==> src/hwlu_pkg.sv <==
package hwlu_pkg;

	// ------------------------------------------------------------
	// opcode ranges (upper opcode bits)
	// ------------------------------------------------------------
	localparam logic [7:0] HWLU_OPC_HALF_POST = 8'h2d;
	localparam logic [7:0] HWLU_OPC_WORD_IND  = 8'h30;
	localparam logic [7:0] HWLU_OPC_WORD_POST = 8'h31;
	localparam logic [7:0] HWLU_OPC_MOVE_GEN  = 8'h2e;
	localparam logic [9:0] HWLU_OPC_MOVE_SPEC = 10'h290;
	localparam logic [5:0] HWLU_OPC_HALF_SP   = 6'h13;

	// ------------------------------------------------------------
	// field positions
	// ------------------------------------------------------------
	localparam int HWLU_SRC_LSB  = 4;
	localparam int HWLU_DST_LSB  = 0;
	localparam int HWLU_DISP_LSB = 4;

	// ------------------------------------------------------------
	// post-increment steps and special register codes
	// ------------------------------------------------------------
	localparam logic [31:0] HWLU_INC_HALF = 32'h0000_0002;
	localparam logic [31:0] HWLU_INC_WORD = 32'h0000_0004;
	localparam logic [1:0]  HWLU_SS_SP    = 2'h0;
	localparam logic [1:0]  HWLU_SS_FLAGS = 2'h1;
	localparam logic [1:0]  HWLU_SS_MLO   = 2'h2;
	localparam logic [1:0]  HWLU_SS_MHI   = 2'h3;

	// ------------------------------------------------------------
	// types
	// ------------------------------------------------------------
	typedef enum logic [2:0] {
		HWLU_OP_NONE,
		HWLU_OP_HALF_POST,
		HWLU_OP_HALF_SP,
		HWLU_OP_WORD_IND,
		HWLU_OP_WORD_POST,
		HWLU_OP_MOVE_GEN,
		HWLU_OP_MOVE_SPEC
	} hwlu_op_type;

	typedef enum logic [1:0] {
		HWLU_ST_IDLE  = 2'b00,
		HWLU_ST_MEM   = 2'b01,
		HWLU_ST_INCR  = 2'b11,
		HWLU_ST_STALL = 2'b10
	} hwlu_state_type;

	typedef struct packed {
		logic        valid;
		logic [15:0] opcode;
		logic [1:0]  ext_count;
		logic [12:0] ext_first;
		logic [12:0] ext_second;
	} hwlu_insn_type;

	typedef struct packed {
		logic        we;
		logic [3:0]  idx;
		logic [31:0] data;
	} hwlu_wb_type;

	typedef struct packed {
		logic        req;
		logic [31:0] addr;
		logic        word;
	} hwlu_mem_type;

endpackage

==> src/hwlu_unit.sv <==
// Operation
// - post-increment half load: zero-extend into dest, base plus 2, two cycles
// - half load with odd effective address raises address error, no access
// - half load: byte at address to bits 7:0, next byte to 15:8
// - post-increment with dest equal base leaves the incremented address
// - unprefixed stack half load: stack_ptr plus twice short_disp_field
// - one prefix: 19-bit displacement, prefix_value over the 6-bit field
// - two prefixes: 32-bit displacement, first prefix highest
// - prefixed stack half load forces field bit 0 to zero
// - single-cycle loads stall one cycle if next insn uses dest
// - general register word move copies 32 bits in one cycle
// - opcodes 0xA400-0xA43F copy a special register into a general one
// - without multiplier, moves from multiply accumulators are no-ops
// - one prefix indirect word load: base plus 13-bit prefix, base kept
// - two prefixes indirect word load: base plus 26-bit displacement
// - word load with nonzero low two address bits raises address error
// - word load reads four bytes, byte at address in bits 7:0
// - post-increment word load: load dest, base plus 4, two cycles
// - opcodes 0x2D00-0x2DFF are post-increment half loads
// - opcodes 0x3000-0x30FF are register-indirect word loads
// - opcodes 0x3100-0x31FF are post-increment word loads
// - post-increment loads and moves refuse any prefix
module hwlu_unit
	import hwlu_pkg::*;
#(
	parameter int MULT_EN = 1
) (
	input  wire logic          sys_clk_i,
	input  wire logic          nrst_i,
	input  wire hwlu_insn_type insn_i,
	input  wire logic [31:0]   src_data_i,
	input  wire logic [31:0]   sp_i,
	input  wire logic [31:0]   psr_i,
	input  wire logic [31:0]   alr_i,
	input  wire logic [31:0]   ahr_i,
	input  wire logic          next_valid_i,
	input  wire logic [15:0]   next_opcode_i,
	input  wire logic          mem_rvalid_i,
	input  wire logic [31:0]   mem_rdata_i,
	output logic               accept_o,
	output logic               busy_o,
	output logic               stall_o,
	output hwlu_mem_type       mem_o,
	output hwlu_wb_type        wb_o,
	output logic               addr_err_o,
	output logic               illegal_o
);

	// ------------------------------------------------------------
	// elaboration check
	// ------------------------------------------------------------
	generate
		if (MULT_EN != 0 && MULT_EN != 1) begin : g_bad_mult
			$error("MULT_EN must be 0 or 1");
		end
	endgenerate

	// ------------------------------------------------------------
	// decode
	// ------------------------------------------------------------
	function automatic hwlu_op_type op_decode(input logic [15:0] opc);
		hwlu_op_type k;
		k = HWLU_OP_NONE;
		if (opc[15:8] == HWLU_OPC_HALF_POST) begin
			k = HWLU_OP_HALF_POST;
		end else if (opc[15:8] == HWLU_OPC_WORD_IND) begin
			k = HWLU_OP_WORD_IND;
		end else if (opc[15:8] == HWLU_OPC_WORD_POST) begin
			k = HWLU_OP_WORD_POST;
		end else if (opc[15:8] == HWLU_OPC_MOVE_GEN) begin
			k = HWLU_OP_MOVE_GEN;
		end else if (opc[15:6] == HWLU_OPC_MOVE_SPEC) begin
			k = HWLU_OP_MOVE_SPEC;
		end else if (opc[15:10] == HWLU_OPC_HALF_SP) begin
			k = HWLU_OP_HALF_SP;
		end
		return k;
	endfunction

	function automatic logic is_post(input hwlu_op_type k);
		return (k == HWLU_OP_HALF_POST) || (k == HWLU_OP_WORD_POST);
	endfunction

	hwlu_op_type    kind;
	logic [3:0]     src_idx;
	logic [3:0]     dst_idx;
	logic [5:0]     disp6;
	logic [1:0]     ss_sel;
	logic [31:0]    eff_addr;
	logic           is_word;
	logic           misaligned;
	logic           bad_prefix;
	logic           mul_nop;
	logic [31:0]    spec_data;
	logic           hazard;
	logic [31:0]    load_data;

	assign kind    = op_decode(insn_i.opcode);
	assign src_idx = insn_i.opcode[HWLU_SRC_LSB +: 4];
	assign dst_idx = insn_i.opcode[HWLU_DST_LSB +: 4];
	assign disp6   = insn_i.opcode[HWLU_DISP_LSB +: 6];
	assign ss_sel  = insn_i.opcode[HWLU_SRC_LSB +: 2];
	assign is_word = (kind == HWLU_OP_WORD_IND) || (kind == HWLU_OP_WORD_POST);

	// ------------------------------------------------------------
	// effective address
	// ------------------------------------------------------------
	always_comb begin
		eff_addr = src_data_i;
		case (kind)
			HWLU_OP_HALF_SP: begin
				case (insn_i.ext_count)
					2'd0: eff_addr = sp_i + {25'h0, disp6, 1'b0};
					2'd1: eff_addr = sp_i + {13'h0, insn_i.ext_first,
						disp6[5:1], 1'b0};
					default: eff_addr = sp_i + {insn_i.ext_first,
						insn_i.ext_second, disp6[5:1], 1'b0};
				endcase
			end
			HWLU_OP_WORD_IND: begin
				case (insn_i.ext_count)
					2'd0: eff_addr = src_data_i;
					2'd1: eff_addr = src_data_i
						+ {19'h0, insn_i.ext_first};
					default: eff_addr = src_data_i + {6'h0,
						insn_i.ext_first, insn_i.ext_second};
				endcase
			end
			default: eff_addr = src_data_i;
		endcase
	end

	// an odd stack pointer can still misalign a prefixed stack load
	assign misaligned = is_word ? (eff_addr[1:0] != 2'b00)
		: eff_addr[0];
	assign bad_prefix = (insn_i.ext_count != 2'd0)
		&& (is_post(kind) || kind == HWLU_OP_MOVE_GEN
		|| kind == HWLU_OP_MOVE_SPEC);
	assign mul_nop = (MULT_EN == 0) && ss_sel[1];

	always_comb begin
		case (ss_sel)
			HWLU_SS_SP:    spec_data = sp_i;
			HWLU_SS_FLAGS: spec_data = psr_i;
			HWLU_SS_MLO:   spec_data = alr_i;
			HWLU_SS_MHI:   spec_data = ahr_i;
			default:       spec_data = sp_i;
		endcase
	end

	// ------------------------------------------------------------
	// state
	// ------------------------------------------------------------
	hwlu_state_type state_reg;
	hwlu_state_type state_next;
	hwlu_mem_type   mem_reg;
	hwlu_mem_type   mem_next;
	hwlu_wb_type    wb_reg;
	hwlu_wb_type    wb_next;
	logic [3:0]     dst_reg;
	logic [3:0]     dst_next;
	logic [3:0]     base_reg;
	logic [3:0]     base_next;
	logic           post_reg;
	logic           post_next;
	logic           err_reg;
	logic           err_next;
	logic           ill_reg;
	logic           ill_next;

	assign accept_o = (state_reg == HWLU_ST_IDLE) && insn_i.valid
		&& (kind != HWLU_OP_NONE);
	assign busy_o   = (state_reg != HWLU_ST_IDLE);
	assign stall_o  = (state_reg == HWLU_ST_STALL);

	// next insn naming the loaded register as any operand
	assign hazard = next_valid_i
		&& (next_opcode_i[HWLU_SRC_LSB +: 4] == dst_reg
		|| next_opcode_i[HWLU_DST_LSB +: 4] == dst_reg);

	// byte lane 0 is the byte at the effective address
	assign load_data = mem_reg.word ? mem_rdata_i
		: {16'h0000, mem_rdata_i[15:8], mem_rdata_i[7:0]};

	always_comb begin
		state_next = state_reg;
		mem_next   = mem_reg;
		wb_next    = '0;
		dst_next   = dst_reg;
		base_next  = base_reg;
		post_next  = post_reg;
		err_next   = 1'b0;
		ill_next   = 1'b0;
		case (state_reg)
			HWLU_ST_IDLE: begin
				if (accept_o) begin
					if (bad_prefix) begin
						ill_next = 1'b1;
					end else if (kind == HWLU_OP_MOVE_GEN) begin
						wb_next = '{1'b1, dst_idx, src_data_i};
					end else if (kind == HWLU_OP_MOVE_SPEC) begin
						wb_next = '{!mul_nop, dst_idx, spec_data};
					end else if (misaligned) begin
						err_next = 1'b1;
					end else begin
						mem_next  = '{1'b1, eff_addr, is_word};
						dst_next  = dst_idx;
						base_next = src_idx;
						post_next = is_post(kind);
						state_next = HWLU_ST_MEM;
					end
				end
			end
			HWLU_ST_MEM: begin
				if (mem_rvalid_i) begin
					mem_next.req = 1'b0;
					wb_next = '{1'b1, dst_reg, load_data};
					if (post_reg) begin
						state_next = HWLU_ST_INCR;
					end else if (hazard) begin
						state_next = HWLU_ST_STALL;
					end else begin
						state_next = HWLU_ST_IDLE;
					end
				end
			end
			HWLU_ST_INCR: begin
				// base write comes last so a shared register keeps it
				wb_next = '{1'b1, base_reg, mem_reg.addr
					+ (mem_reg.word ? HWLU_INC_WORD : HWLU_INC_HALF)};
				state_next = HWLU_ST_IDLE;
			end
			HWLU_ST_STALL: begin
				state_next = HWLU_ST_IDLE;
			end
			default: begin
				state_next = HWLU_ST_IDLE;
			end
		endcase
	end

	always_ff @(posedge sys_clk_i or negedge nrst_i) begin
		if (!nrst_i) begin
			state_reg <= HWLU_ST_IDLE;
			mem_reg   <= '0;
			wb_reg    <= '0;
			dst_reg   <= 4'h0;
			base_reg  <= 4'h0;
			post_reg  <= 1'b0;
			err_reg   <= 1'b0;
			ill_reg   <= 1'b0;
		end else begin
			state_reg <= state_next;
			mem_reg   <= mem_next;
			wb_reg    <= wb_next;
			dst_reg   <= dst_next;
			base_reg  <= base_next;
			post_reg  <= post_next;
			err_reg   <= err_next;
			ill_reg   <= ill_next;
		end
	end

	// only general registers are written; the flags word is never a target
	assign wb_o       = wb_reg;
	assign mem_o      = mem_reg;
	assign addr_err_o = err_reg;
	assign illegal_o  = ill_reg;
endmodule

==> config.mk <==
export PLATFORM = sky130hd
export DESIGN_NAME = hwlu_unit
export DESIGN_NICKNAME = d
export VERILOG_FILES = /design/src/hwlu_pkg.sv /design/src/hwlu_unit.sv
export SDC_FILE = /design/constraint.sdc
export NUM_CORES = 1
export LEC_CHECK = 0
export BUFFER_PORTS_ARGS = -buffer_cell sky130_fd_sc_hd__buf_2
export CORE_MARGIN = 2
export CORE_UTILIZATION = 55
export CTS_CLUSTER_SIZE = 10
export DETAILED_ROUTE_END_ITERATION = 8
export PLACE_DENSITY_LB_ADDON = 0.1
export SYNTH_ARGS = -nofsm -noshare
export SYNTH_HDL_FRONTEND = slang
export SYNTH_SLANG_ARGS = --single-unit
==> constraint.sdc <==
create_clock -name sys_clk_i -period 5.3 [get_ports sys_clk_i]
set_input_delay 0.795 -clock sys_clk_i [delete_from_list [all_inputs] [get_ports sys_clk_i]]
set_output_delay 0.795 -clock sys_clk_i [all_outputs]
set_load 0.01 [all_outputs]
---- Yosys cells after proc, flatten, opt, wreduce, memory -nomap -nowiden ----
Cells that the tools add are included.
word-level totals
  output and inout bits ................... 76
  register bits ........................... 84
  word-level logic and storage cells ...... 114
cells by class
  add/sub/neg operators ................... 6
  reduce and logical (&&, ||, !) cells .... 21
  eq/ne operators ......................... 27
  mux-type cells .......................... 44
  bitwise logic cells ..................... 4
operators by type and width
  cell                  number
  $pmux 32 s2           3
  $mux 37               5
  $mux 34               5
  $pmux 32 s4           1
  $pmux 37 s3           1
  $add 32x13->32        1
  $add 32x19->32        1
  $add 32x26->32        1
  $add 32x3->32         1
  $add 32x32->32        1
  $add 32x7->32         1
  $eq 8x6->1 const B    4
  $mux 32               1
  $mux 2                9
  $mux 3                6
  $ne 2x2->1 const B    6
  $reduce_and 6->1      2
  $mux 1                11
  $eq 10x10->1 const B  1
  $eq 3x3->1 const B    3
  $eq 2x2->1 const B    4
  $eq 4x4->1            2
  $reduce_bool 2->1     4
  $reduce_and 7->1      1
  12 further kinds      27

---- Depth between registers and ports, before layout ----
Gate-level depths: netlist of the first run.
  depth in word-level cells ............... 17
  mapped depth ............................ 18

---- Worst setup path before layout of the first run ----
OpenSTA, ideal clock, no wires.
  kind .................................... input-to-reg
  from .................................... input port insn_i[27] (netlist name)
  to ...................................... register mem_reg, in the netlist mem_o[27]
  data arrival time ....................... 4.019 ns
  data required time ...................... 5.159 ns
  path slack .............................. 1.140 ns
  buffers on the path ..................... 3
  setup time .............................. 0.141 ns
  cell stages on the path ................. 18
  cell sequence ........................... clkbuf_1 nor2b_1 clkbuf_1 clkbuf_1 nand2_1 nand2_1 ha_1 inv_1 fa_1 nand2b_1 a21oi_1 nor3_1 o41ai_1 o21ai_0 o21ai_0 mux2_2 a22oi_1 a31oi_1
on the way
  cells in the longest elaborated chain, start to end .. 7
ends and longest elaborated chain
  element                                        RTL line                            source
  start, declared                                hwlu_unit.sv:30                     input wire hwlu_insn_type insn_i,
  $eq 2x1->1 or $logic_not 2->1 (tied branches)  hwlu_unit.sv:112, hwlu_unit.sv:121
  $pmux 32 s2 (on tied branches)                 hwlu_unit.sv:121, hwlu_unit.sv:112
  $pmux 32 s2                                    hwlu_unit.sv:110                    case (kind)
  $reduce_bool 2->1                              hwlu_unit.sv:134                    assign misaligned = is_word ? (eff_addr[1:0] != 2'b00)
  $mux 1                                         hwlu_unit.sv:134
  $not 1->1 (no line)                            -
  $reduce_and 6->1 (no line)                     -
  end signal, assigned                           hwlu_unit.sv:254                    mem_reg <= mem_next;
  end, declared                                  hwlu_unit.sv:156                    hwlu_mem_type mem_reg;
Parallel ways exist; a longest one is shown, timed or not.
A chain may end at the register's enable or synchronous reset.

---- Worst setup path in the final report of the first run ----
Same ends and word-level chain as after synthesis.

==> results of run 1 <==
==> kinds of logic after synthesis <==
family                   share of synthesized area, %
AO/OA/AOI/OAI                                    26.4
XOR/XNOR                                         7.46
adder cells (fa/ha/maj)                          8.47
flip-flops                                       22.7
buffers and inverters                            3.82
AND/OR/NAND/NOR                                  19.5
multiplexers                                     11.7
==> power groups by stage <==
stage	sequential, mW	clock (mW)	combinational, mW
6_report	0.791	0.560	1.01
5_1_grt	0.799	0.594	1.10
4_1_cts	0.789	0.562	0.989
3_5_place_dp	0.800	0	0.982
3_3_place_gp	0.797	0	0.970
2_1_floorplan	0.807	0	0.596
==> final timing paths <==
| path | from | endpoint | slack [ns] | depth (start not counted) |
|---|---|---|---|---|
| setup / recovery | insn_i[27] | mem_o[27] | 0.94 | 16 |
| hold / removal | base_reg[0] | base_reg[0] | 0.48 | 2 |
| setup reg to reg | mem_o[0] | wb_o[31] | 2.14 | 12 |
| hold reg to reg | base_reg[0] | base_reg[0] | 0.48 | 2 |
| max in group asynchronous | nrst_i | mem_o[0] | 4.02 | 1 |
| min in group asynchronous | nrst_i | wb_o[29] | 0.63 | 1 |
==> metal layers <==
layer / global-route usage (%) / wire, um / up-vias
met3: 7.14 / 4070 / 61
met5: 0 / 0 / -
met4: 10.5 / 757 / 0
li1: - / - / 4841
met2: 59.7 / 15700 / 647
met1: 54.1 / 14300 / 4903
==> critical path: stages <==
cell	delay (ns)
buf_2	0.21
nand2b_1	0.32
nand2_1	0.10
nand2_1	0.10
ha_1	0.19
inv_1	0.06
fa_1	0.39
nand2b_1	0.18
a21oi_1	0.20
nor3_1	0.13
o41ai_1	0.46
o21ai_0	0.20
o21ai_0	0.51
mux2_2	0.40
a22oi_1	0.16
a31oi_1	0.11
==> layout by cell type, fill, tap and decap left out, types with 14 or more instances in the layout <==
cell type and instances:
dfrtp_1 84, ha_1 58, mux4_2 32, nor2_1 98, a22oi_1 20, mux2i_1 33
nand2b_1 14, nand3_1 28, inv_1 26, and2_1 29, xor2_1 32, xnor2_1 47
nor3_1 16, a21o_1 37, buf_2 323, o21ai_0 82, a21oi_1 104, a211oi_1 14
nand2_1 142, buf_4 19
==> final cells by class <==
class                      instances  area [um2]
multi-input combinational        971        6840
fill                            1457        5180
sequential                        84        2100
timing repair buffer             342        1760
tap                              220         275
clock buffer                      10         229
inverter                          26        97.6
clock inverter                     6        38.8
antenna                            3        7.51
==> per-stage QoR <==
stage	setup WS [ns]	cells	area, um2	util [%]	power [mW]
after floorplan	1.14	1147	9280	-	1.40
after global placement	0.740	1643	11100	67.0	1.77
after detailed placement	0.682	1643	11100	67.0	1.78
after CTS	1.02	1659	11300	68.6	2.34
after global routing	0.657	1662	11300	68.7	2.49
final	0.939	1662	11300	68.7	2.36
==> results.tsv, run 1 <==
stage	metric	value	unit
outcome	status	finished clean	
critical_path	crit_path_end_kind	flip-flop	
power_and_ir_drop	combPwrFrac	42.8	%
sta	holdWs	0.484	ns
clock_tree	cts_sinks	84	
yosys	yosys.area.top_type	dfrtp_1	
hold_path	hold_class	reg -> reg	
yosys	synth_area	9280	um2
sta	fin_crit	4.36	ns
place	port_buffers	324	
route	dr_total_vias	10500	
global_route	grt_max_degree	85	
power_and_ir_drop	power_density	208	nW/um2
clock_tree	cts_setup_buffers	0	
yosys	synth-edff-count	0	
power_and_ir_drop	swShare	38.2	%
route	drtIter0Drc	941	
yosys	synthTopCellsByCount	142 x nand2_1, 104 x a21oi_1, 98 x nor2_1	
clock_tree	path_clk_slew	0.06	ns
sta	rsz0062_at_grt	no	
place	gp_congestion	0.979	
power_and_ir_drop	seq_power_share	33.5	%
clock_tree	clkLatencyLatePin	0.34	ns
sta	fin_crit_sh	82.3	%
route	wire_per_inst	20.9	um
die	initial_utilization	56.1	%
route	drc	0	
yosys	synth.top_cell.area_share	22.7	%
critical_path	cp_max_fo	9	
die	fp.dieArea	17900	um2
die	io_pins	333	
global_route	grt_pass1_vias	9632	
yosys	synth_flop_cell	dfrtp_1	
sta	maxSlewHeadroom	26.7	%
clock_tree	cts_hold_buf	0	
route	ant_nets	0	
yosys	synth_area_leaders	dfrtp_1 23%, ha_1 7.8%, mux4_2 7.8%	
yosys	ys_warn_count	0	
global_route	antenna_found_initial	3	
sta	maxSlewViolCount	0	
sta	fmax	0.229	GHz
global_route	grt_use_total	38.1	%
die	core	16500	um2
critical_path	cp-start-kind	input port	
sta	clock_skew	0.00682	ns
route	vias_per_cell	6.29	
clock_tree	cts_tree	yes	
power_and_ir_drop	switching_power	0.902	mW
global_route	grt_pass1_wl	52.8	mm
yosys	synth_seq_cells	84	
power_and_ir_drop	p_int	1.46	mW
yosys	synth.distinct_cells	61	
die	rows	47	
cells_and_area	drive_gt1_share	28.0	%
sta	setup_viol_count_final	0	
yosys	synth_nets	1465	
route	drt_first_pass_iters	6	
global_route	globalRouteOverflowTotal	0	
yosys	ys_async_sr_fraction	100	%
critical_path	critical_path_class	in -> reg	
place	dp_hpwl	28.0	mm
clock_tree	clk_path_buf_depth	2	
flow_run	drv_cap	0	
clock_tree	root_buffer	clkbuf_16	
yosys	yosysMostFrequentCell	nand2_1	
clock_tree	postCtsResizedCells	0	
power_and_ir_drop	leakagePower	5.77	nW
die	die_x	134	um
critical_path	required	5.47	ns
sta	worst-slew-pin-transition	1.10	ns
clock_tree	cts_buffers	9	
cells_and_area	nets	1752	
power_and_ir_drop	irDropWorstVdd	0.205	mV
cells_and_area	largest_reg_flops	37	
clock_tree	htree_levels	3	
route	wl	34.7	mm
cells_and_area	areaGrowthSynthToFinish	22.4	%
sta	setup_tns	0	ns
critical_path	cp.arrival	4.53	ns
sta	hold_viol_final	0	
yosys	synth_seq_area_share	22.7	%
yosys	syn_inst	1147	
power_and_ir_drop	power_frac_clock	23.7	%
die	dieHeight	134	um
yosys	postSynthAreaPerCell	8.09	um2
Power figures use the tool's default switching activity.
==> run 2: changes to the inputs <==
--- a/config.mk
+++ b/config.mk
@@ -5,9 +5,10 @@
 export SDC_FILE = /design/constraint.sdc
 export NUM_CORES = 1
 export LEC_CHECK = 0
+export ABC_AREA = 1
 export BUFFER_PORTS_ARGS = -buffer_cell sky130_fd_sc_hd__buf_2
 export CORE_MARGIN = 2
-export CORE_UTILIZATION = 55
+export CORE_UTILIZATION = 49
 export CTS_CLUSTER_SIZE = 10
 export DETAILED_ROUTE_END_ITERATION = 8
 export PLACE_DENSITY_LB_ADDON = 0.1
==> constraint.sdc (replaced) <==
create_clock -name sys_clk_i -period 3.6 [get_ports sys_clk_i]
set_input_delay 0.54 -clock sys_clk_i [delete_from_list [all_inputs] [get_ports sys_clk_i]]
set_output_delay 0.54 -clock sys_clk_i [all_outputs]
set_load 0.01 [all_outputs]
==> results.tsv, run 2 <==
stage	metric	value	unit	change
power_and_ir_drop	swShare	45.1	%	was 38.2%
critical_path	worst_path_largest_cell_delay	0.29	ns	was 0.51 ns
power_and_ir_drop	power_density	319	nW/um2	was 208 nW/um2
critical_path	crit_chain	buf_2 > buf_4 > nor2_4 > clkinv_1 > a21oi_1 > inv_1 > ha_1 > nand2_1 > nand2_1 > and2_1 > nand2_1 > nand2_1 > nand3_1 > nand2_1 > nor2_1 > nand3b_1 > nand3_1 > nand2_1 > nand2_1		was buf_2 > nand2b_1 > nand2_1 > nand2_1 > ha_1 > inv_1 > fa_1 > nand2b_1 > a21oi_1 > nor3_1 > o41ai_1 > o21ai_0 > o21ai_0 > mux2_2 > a22oi_1 > a31oi_1
clock_tree	clkLatencyLatePin	0.34	ns	about the same
clock_tree	postCtsResizedCells	0		unchanged
yosys	synth_seq_cells	84		unchanged
route	routed-wl-met2	22.1	mm	was 15.7 mm
critical_path	path_buf_inv	4		was 2
sta	fin_crit	3.17	ns	
die	io_pins	333		unchanged
sta	holdWs	0.382	ns	was 0.484 ns
power_and_ir_drop	total_power	4.29	mW	was 2.36 mW
yosys	synthTopCellsByCount	747 x nand2_1, 300 x inv_1, 163 x nand3_1		was 142 x nand2_1, 104 x a21oi_1, 98 x nor2_1
place	port_buffers	324		unchanged
clock_tree	cts_tree	yes		unchanged
critical_path	cp.arrival	3.45	ns	was 4.53 ns
critical_path	critical_path_class	in -> reg		unchanged
yosys	synth_area	11200	um2	was 9280 um2
route	wl	50.6	mm	was 34.7 mm
sta	rsz0062_at_grt	no		unchanged
sta	setup_ws	0.434	ns	was 0.939 ns
sta	fin_crit_sh	88.0	%	
yosys	synth_flop_cell	dfrtp_1		unchanged
critical_path	cp_max_fo	14		was 9
yosys	syn_inst	2015		was 1147
route	drc	0		unchanged
power_and_ir_drop	leakagePower	7.75	nW	was 5.77 nW
sta	maxSlewViolCount	0		unchanged
clock_tree	cts_buffers	9		unchanged
sta	setup_viol_count_final	0		unchanged
clock_tree	cts_hold_buf	0		unchanged
sta	worst-slew-pin-transition	1.19	ns	was 1.10 ns
global_route	grt_pass1_vias	13600		was 9632
power_and_ir_drop	power_frac_clock	22.5	%	was 23.7%
global_route	grt_pass1_wl	75.3	mm	was 52.8 mm
route	ant_nets	0		unchanged
power_and_ir_drop	switching_power	1.93	mW	was 0.902 mW
yosys	yosys.area.top_type	nand2_1		was dfrtp_1
cells_and_area	nets	2642		was 1752
yosys	synth_seq_area_share	18.8	%	was 22.7%
cells_and_area	finalCoreUtilization	59.8	%	was 68.7%
sta	fmax	0.316	GHz	
route	dr_total_vias	14700		was 10500
power_and_ir_drop	combPwrFrac	46.4	%	was 42.8%
sta	maxSlewHeadroom	20.4	%	was 26.7%
die	fp.dieArea	24100	um2	was 17900 um2
global_route	antenna_found_initial	1		was 3
critical_path	required	3.88	ns	was 5.47 ns
power_and_ir_drop	seq_power_share	31.1	%	was 33.5%
cells_and_area	layout_common_cells	747 x nand2_1, 323 x buf_2, 300 x inv_1		was 323 x buf_2, 142 x nand2_1, 104 x a21oi_1
route	wire_per_inst	19.3	um	was 20.9 um
place	dp_hpwl	42.9	mm	was 28.0 mm
clock_tree	cts_sinks	84		unchanged
yosys	synth-edff-count	0		unchanged
route	vias_per_cell	5.61		was 6.29
yosys	synth.top_cell.area_share	25.1	%	was 22.7%
place	gp_congestion	1.07		was 0.979
yosys	ys_async_sr_fraction	100	%	unchanged
global_route	globalRouteOverflowTotal	0		unchanged
global_route	grt_use_total	40.9	%	was 38.1%
critical_path	crit_top_cell	nand2_1		
hold_path	hold_class	in -> async		was reg -> reg
flow_run	drv_cap	0		unchanged
die	rows	55		was 47
yosys	postSynthAreaPerCell	5.55	um2	was 8.09 um2
route	drt_first_pass_iters	6		unchanged
cells_and_area	num-fill-cells	2386		was 1457
yosys	ys_warn_count	0		unchanged
critical_path	cp-start-kind	input port		unchanged
clock_tree	root_buffer	clkbuf_16		unchanged
power_and_ir_drop	p_int	2.36	mW	was 1.46 mW
cells_and_area	drive_gt1_share	17.9	%	was 28.0%
critical_path	crit_path_end_kind	flip-flop		unchanged
cells_and_area	largest_reg_flops	37		unchanged
sta	hold_viol_final	0		unchanged
die	dieHeight	155	um	was 134 um
critical_path	critPathSlowestCell	nor2_4		was o21ai_0
power_and_ir_drop	irDropWorstVdd	0.216	mV	was 0.205 mV
yosys	yosysMostFrequentCell	nand2_1		unchanged
clock_tree	path_clk_slew	0.07	ns	was 0.06 ns
die	initial_utilization	49.7	%	was 56.1%
die	die_x	155	um	was 134 um
clock_tree	htree_levels	3		unchanged
global_route	grt_max_degree	85		unchanged
die	core	22500	um2	was 16500 um2
sta	clock_skew	0.0117	ns	was 0.00682 ns
critical_path	path_delay_family	simple AND/OR/NAND/NOR gates		was compound AO/OA/AOI/OAI gates
yosys	synth.distinct_cells	48		was 61
route	drtIter0Drc	1450		was 941
route	wl_met1	20.4	mm	was 14.3 mm
outcome	status	finished clean		unchanged
route	wl_met3	4.95	mm	was 4.07 mm
yosys	synth_area_leaders	nand2_1 25%, dfrtp_1 19%, inv_1 10%		was dfrtp_1 23%, ha_1 7.8%, mux4_2 7.8%
sta	setup_tns	0	ns	unchanged
cells_and_area	final_common_cell	nand2_1		was buf_2
place	pre_cts_ws	0.180	ns	was 0.682 ns
yosys	synth_nets	2333		was 1465
clock_tree	clk_path_buf_depth	2		unchanged
clock_tree	cts_setup_buffers	0		unchanged
route	highest_layer	met5		was met4
cells_and_area	areaGrowthSynthToFinish	20.3	%	was 22.4%
-- run 2: changes by cell type after synthesis, moves of 33 or more --
cell / change
a21o_1: -35
o21ai_0: +33
xnor2_1: -40
nand2_1: +605
nor2_1: +63
nand3_1: +135
nand4_1: +34
inv_1: +274
-- run 2: cells by family (layout without fill, tap and decap cells) --
family | Yosys count | count (layout) | synth area share, %
and+or+nand+nor | 1202 | 1202 | 45.6
other | 0 | 1 | 0
buffers and inverters | 362 | 676 | 12.6
adders and majority gates | 61 | 61 | 7.02
muxes | 1 | 1 | 0.0895
DFF | 84 | 84 | 18.8
xor gates and xnor gates | 13 | 13 | 1.02
AOI/OAI and AO/OA | 292 | 292 | 14.9
-- run 2: final timing paths --
path | startpoint | end | slack (ns) | cells after the start
max | insn_i[27] | mem_o[17] | 0.43 | 19
min | nrst_i | wb_o[29] | 0.38 | 1
max reg2reg | mem_o[0] | wb_o[13] | 0.73 | 14
min reg2reg | base_reg[0] | base_reg[0] | 0.49 | 2
max in group asynchronous | nrst_i | mem_o[5] | 2.55 | 1
min in group sys_clk_i | mem_rdata_i[27] | wb_o[27] | 0.41 | 3
-- run 2: per-layer routing --
layer  global-route usage (%)  vias up
li1                         -     7083
met1                     52.7     6628
met2                     64.8      815
met3                     7.13      134
met4                     23.1        2
met5                        0        -
-- run 2: final cells by class --
class | count | area [um2] | share of cell area, %
Antenna cell | 1 | 2.50 | 0.0186
Clock buffer | 9 | 225 | 1.67
Clock inverter | 7 | 82.6 | 0.614
Inverter | 307 | 1150 | 8.57
Multi-Input combinational cell | 1569 | 7680 | 57.1
Sequential cell | 84 | 2100 | 15.6
Tap cell | 285 | 357 | 2.65
Timing Repair Buffer | 353 | 1850 | 13.8
-- run 2: power groups by stage --
| stage | combinational (mW) | sequential (mW) | clock (mW) |
|---|---|---|---|
| global placement | 1.91 | 1.33 | 0 |
| floorplan | 1.10 | 1.33 | 0 |
| finish | 1.99 | 1.33 | 0.965 |
| global route | 2.19 | 1.35 | 1.00 |
| CTS | 1.95 | 1.32 | 0.972 |
| detailed placement | 1.94 | 1.34 | 0 |
-- run 2: per-stage QoR --
stage | std cells | instance area (um2)
floorplan | 2015 | 11200
global placement | 2598 | 13100
detailed placement | 2598 | 13100
CTS | 2614 | 13500
global route | 2615 | 13500
finish | 2615 | 13500
==> run 3: changes to the inputs <==
--- a/config.mk
+++ b/config.mk
@@ -5,10 +5,9 @@
 export SDC_FILE = /design/constraint.sdc
 export NUM_CORES = 1
 export LEC_CHECK = 0
-export ABC_AREA = 1
 export BUFFER_PORTS_ARGS = -buffer_cell sky130_fd_sc_hd__buf_2
 export CORE_MARGIN = 2
-export CORE_UTILIZATION = 49
+export CORE_UTILIZATION = 47
 export CTS_CLUSTER_SIZE = 10
 export DETAILED_ROUTE_END_ITERATION = 8
 export PLACE_DENSITY_LB_ADDON = 0.1
==> results.tsv, run 3 (synthesis gave the netlist of run 1 again) <==
stage	metric	value	unit	change
critical_path	cp-start-kind	input port		unchanged
hold_path	hold_class	in -> async		unchanged
die	dieHeight	144	um	was 155 um
place	port_buffers	324		unchanged
clock_tree	htree_levels	3		unchanged
power_and_ir_drop	power_density	311	nW/um2	was 319 nW/um2
power_and_ir_drop	swShare	36.1	%	was 45.1%
die	die_x	144	um	was 155 um
global_route	grt_pass1_vias	9783		was 13600
cells_and_area	final_common_cell	buf_2		was nand2_1
power_and_ir_drop	irDropWorstVdd	0.207	mV	was 0.216 mV
critical_path	cp.arrival	3.68	ns	was 3.45 ns
route	dr_total_vias	10600		was 14700
route	drtIter0Drc	1031		was 1450
sta	clock_skew	0.00623	ns	was 0.0117 ns
sta	worst-slew-pin-transition	1.07	ns	was 1.19 ns
global_route	grt_pass1_wl	53.5	mm	was 75.3 mm
critical_path	cp_max_fo	14		unchanged
die	io_pins	333		unchanged
flow_run	drv_cap	0		unchanged
global_route	grt_max_degree	85		unchanged
sta	rsz0062_at_grt	no		unchanged
cells_and_area	largest_reg_flops	37		unchanged
place	dp_hpwl	29.4	mm	was 42.9 mm
sta	setup_tns	0	ns	unchanged
clock_tree	root_buffer	clkbuf_16		unchanged
cells_and_area	layout_common_cells	323 x buf_2, 142 x nand2_1, 106 x buf_4		was 747 x nand2_1, 323 x buf_2, 300 x inv_1
sta	fin_crit	3.46	ns	was 3.17 ns
power_and_ir_drop	leakagePower	6.24	nW	was 7.75 nW
die	core	19400	um2	was 22500 um2
route	ant_nets	0		unchanged
critical_path	crit_top_cell	buf_4		was nand2_1
power_and_ir_drop	combPwrFrac	42.8	%	was 46.4%
die	initial_utilization	47.8	%	was 49.7%
route	drc	0		unchanged
route	wire_per_inst	20.1	um	was 19.3 um
place	gp_congestion	0.984		was 1.07
power_and_ir_drop	switching_power	1.37	mW	was 1.93 mW
critical_path	critPathSlowestCell	a211oi_1		was nor2_4
critical_path	critical_path_class	in -> reg		unchanged
route	vias_per_cell	5.92		was 5.61
clock_tree	clkLatencyLatePin	0.34	ns	about the same
critical_path	path_buf_inv	4		unchanged
sta	hold_viol_final	0		unchanged
power_and_ir_drop	p_int	2.42	mW	was 2.36 mW
critical_path	crit_path_end_kind	flip-flop		unchanged
global_route	globalRouteOverflowTotal	0		unchanged
global_route	grt_use_total	33.7	%	was 40.9%
cells_and_area	drive_gt1_share	32.5	%	was 17.9%
power_and_ir_drop	power_frac_clock	26.4	%	was 22.5%
global_route	antenna_found_initial	5		was 1
outcome	status	finished clean		unchanged
critical_path	required	3.82	ns	was 3.88 ns
cells_and_area	nets	1841		was 2642
die	fp.dieArea	20900	um2	was 24100 um2
critical_path	worst_path_largest_cell_delay	0.38	ns	was 0.29 ns
clock_tree	cts_sinks	84		unchanged
critical_path	path_delay_family	compound AO/OA/AOI/OAI gates		was simple AND/OR/NAND/NOR gates
clock_tree	clk_path_buf_depth	2		unchanged
sta	setup_viol_count_final	0		unchanged
route	wl	36.1	mm	was 50.6 mm
clock_tree	cts_setup_buffers	0		unchanged
cells_and_area	finalCoreUtilization	62.8	%	was 59.8%
route	drt_first_pass_iters	6		unchanged
power_and_ir_drop	seq_power_share	30.8	%	was 31.1%
sta	maxSlewHeadroom	28.6	%	was 20.4%
sta	fin_crit_sh	96.0	%	was 88.0%
clock_tree	path_clk_slew	0.06	ns	was 0.07 ns
clock_tree	cts_tree	yes		unchanged
critical_path	crit_chain	buf_2 > nor2b_1 > buf_4 > buf_4 > a22o_1 > ha_1 > a21o_1 > a21o_1 > a21oi_1 > nor3b_1 > a211oi_1 > a21oi_1 > nor4b_1 > a211oi_1 > buf_4 > a31oi_1		was buf_2 > buf_4 > nor2_4 > clkinv_1 > a21oi_1 > inv_1 > ha_1 > nand2_1 > nand2_1 > and2_1 > nand2_1 > nand2_1 > nand3_1 > nand2_1 > nor2_1 > nand3b_1 > nand3_1 > nand2_1 > nand2_1
power_and_ir_drop	total_power	3.79	mW	was 4.29 mW
sta	fmax	0.289	GHz	was 0.316 GHz
cells_and_area	areaGrowthSynthToFinish	31.4	%	was 20.3%
die	rows	51		was 55
clock_tree	cts_buffers	9		unchanged
sta	maxSlewViolCount	0		unchanged
==> run 3: final timing paths <==
path	start	end	slack, ns	cells after the start
max in group asynchronous	nrst_i	wb_o[27]	2.51	1
max reg2reg	mem_o[0]	wb_o[31]	0.53	12
min	nrst_i	wb_o[7]	0.37	1
min reg2reg	base_reg[1]	base_reg[1]	0.48	2
max	insn_i[26]	mem_o[29]	0.14	16
min in group sys_clk_i	mem_rdata_i[17]	wb_o[17]	0.41	2
==> run 3: through the flow <==
stage	area, um2	setup slack (ns)	hold WS, ns	cells
6_report	12200	0.143	0.374	1798
4_1_cts	12100	0.162	0.404	1793
5_1_grt	12200	0.00732	0.411	1797
2_1_floorplan	9290	0.0149	0.244	1147
3_3_place_gp	11800	-0.154	0.458	1777
3_5_place_dp	11800	-0.191	0.464	1777
==> run 3: layer usage <==
layer  GRT usage (%)  vias up  share of wire (%)
met5               0        -                  0
met4            11.1        0                2.7
met3            3.38       61                9.7
met2            51.9      581                 44
met1            49.5     4982                 44
li1                -     5017                  -
==> run 3: timing repair <==
action | CTS | global route
setup endpoints to repair | 0 | 11
hold endpoints to repair | 0 | 0
gates resized for setup | 0 | 7
hold buffers | 0 | 0
==> run 3: worst register-to-register path: cells and delay by family (launching register included) <==
| family | cells | cell delay (ns) |
|---|---|---|
| simple gates | 7 | 1.52 |
| buf+inv | 1 | 0.17 |
| fa+ha+maj | 2 | 0.46 |
| flops | 1 | 0.43 |
| xor+xnor | 1 | 0.19 |
| compound gates | 1 | 0.18 |
==> run 3: power groups by stage <==
stage          Clock (mW)  Combinational (mW)  Sequential, mW
3_3_place_gp            0                1.56            1.17
3_5_place_dp            0                1.58            1.18
5_1_grt              1.05                1.77            1.18
4_1_cts              1.01                1.59            1.16
6_report             1.00                1.62            1.17
2_1_floorplan           0               0.880            1.19
==> run 3: layout make-up <==
class                           instances  area [um2]
Fill cell                            1804        7210
Multi-Input combinational cell        971        6870
Timing Repair Buffer                  431        2450
Sequential cell                        84        2100
Tap cell                              265         332
Clock buffer                           11         243
Inverter                               26        97.6
Clock inverter                          5        83.8
Antenna cell                            5        12.5
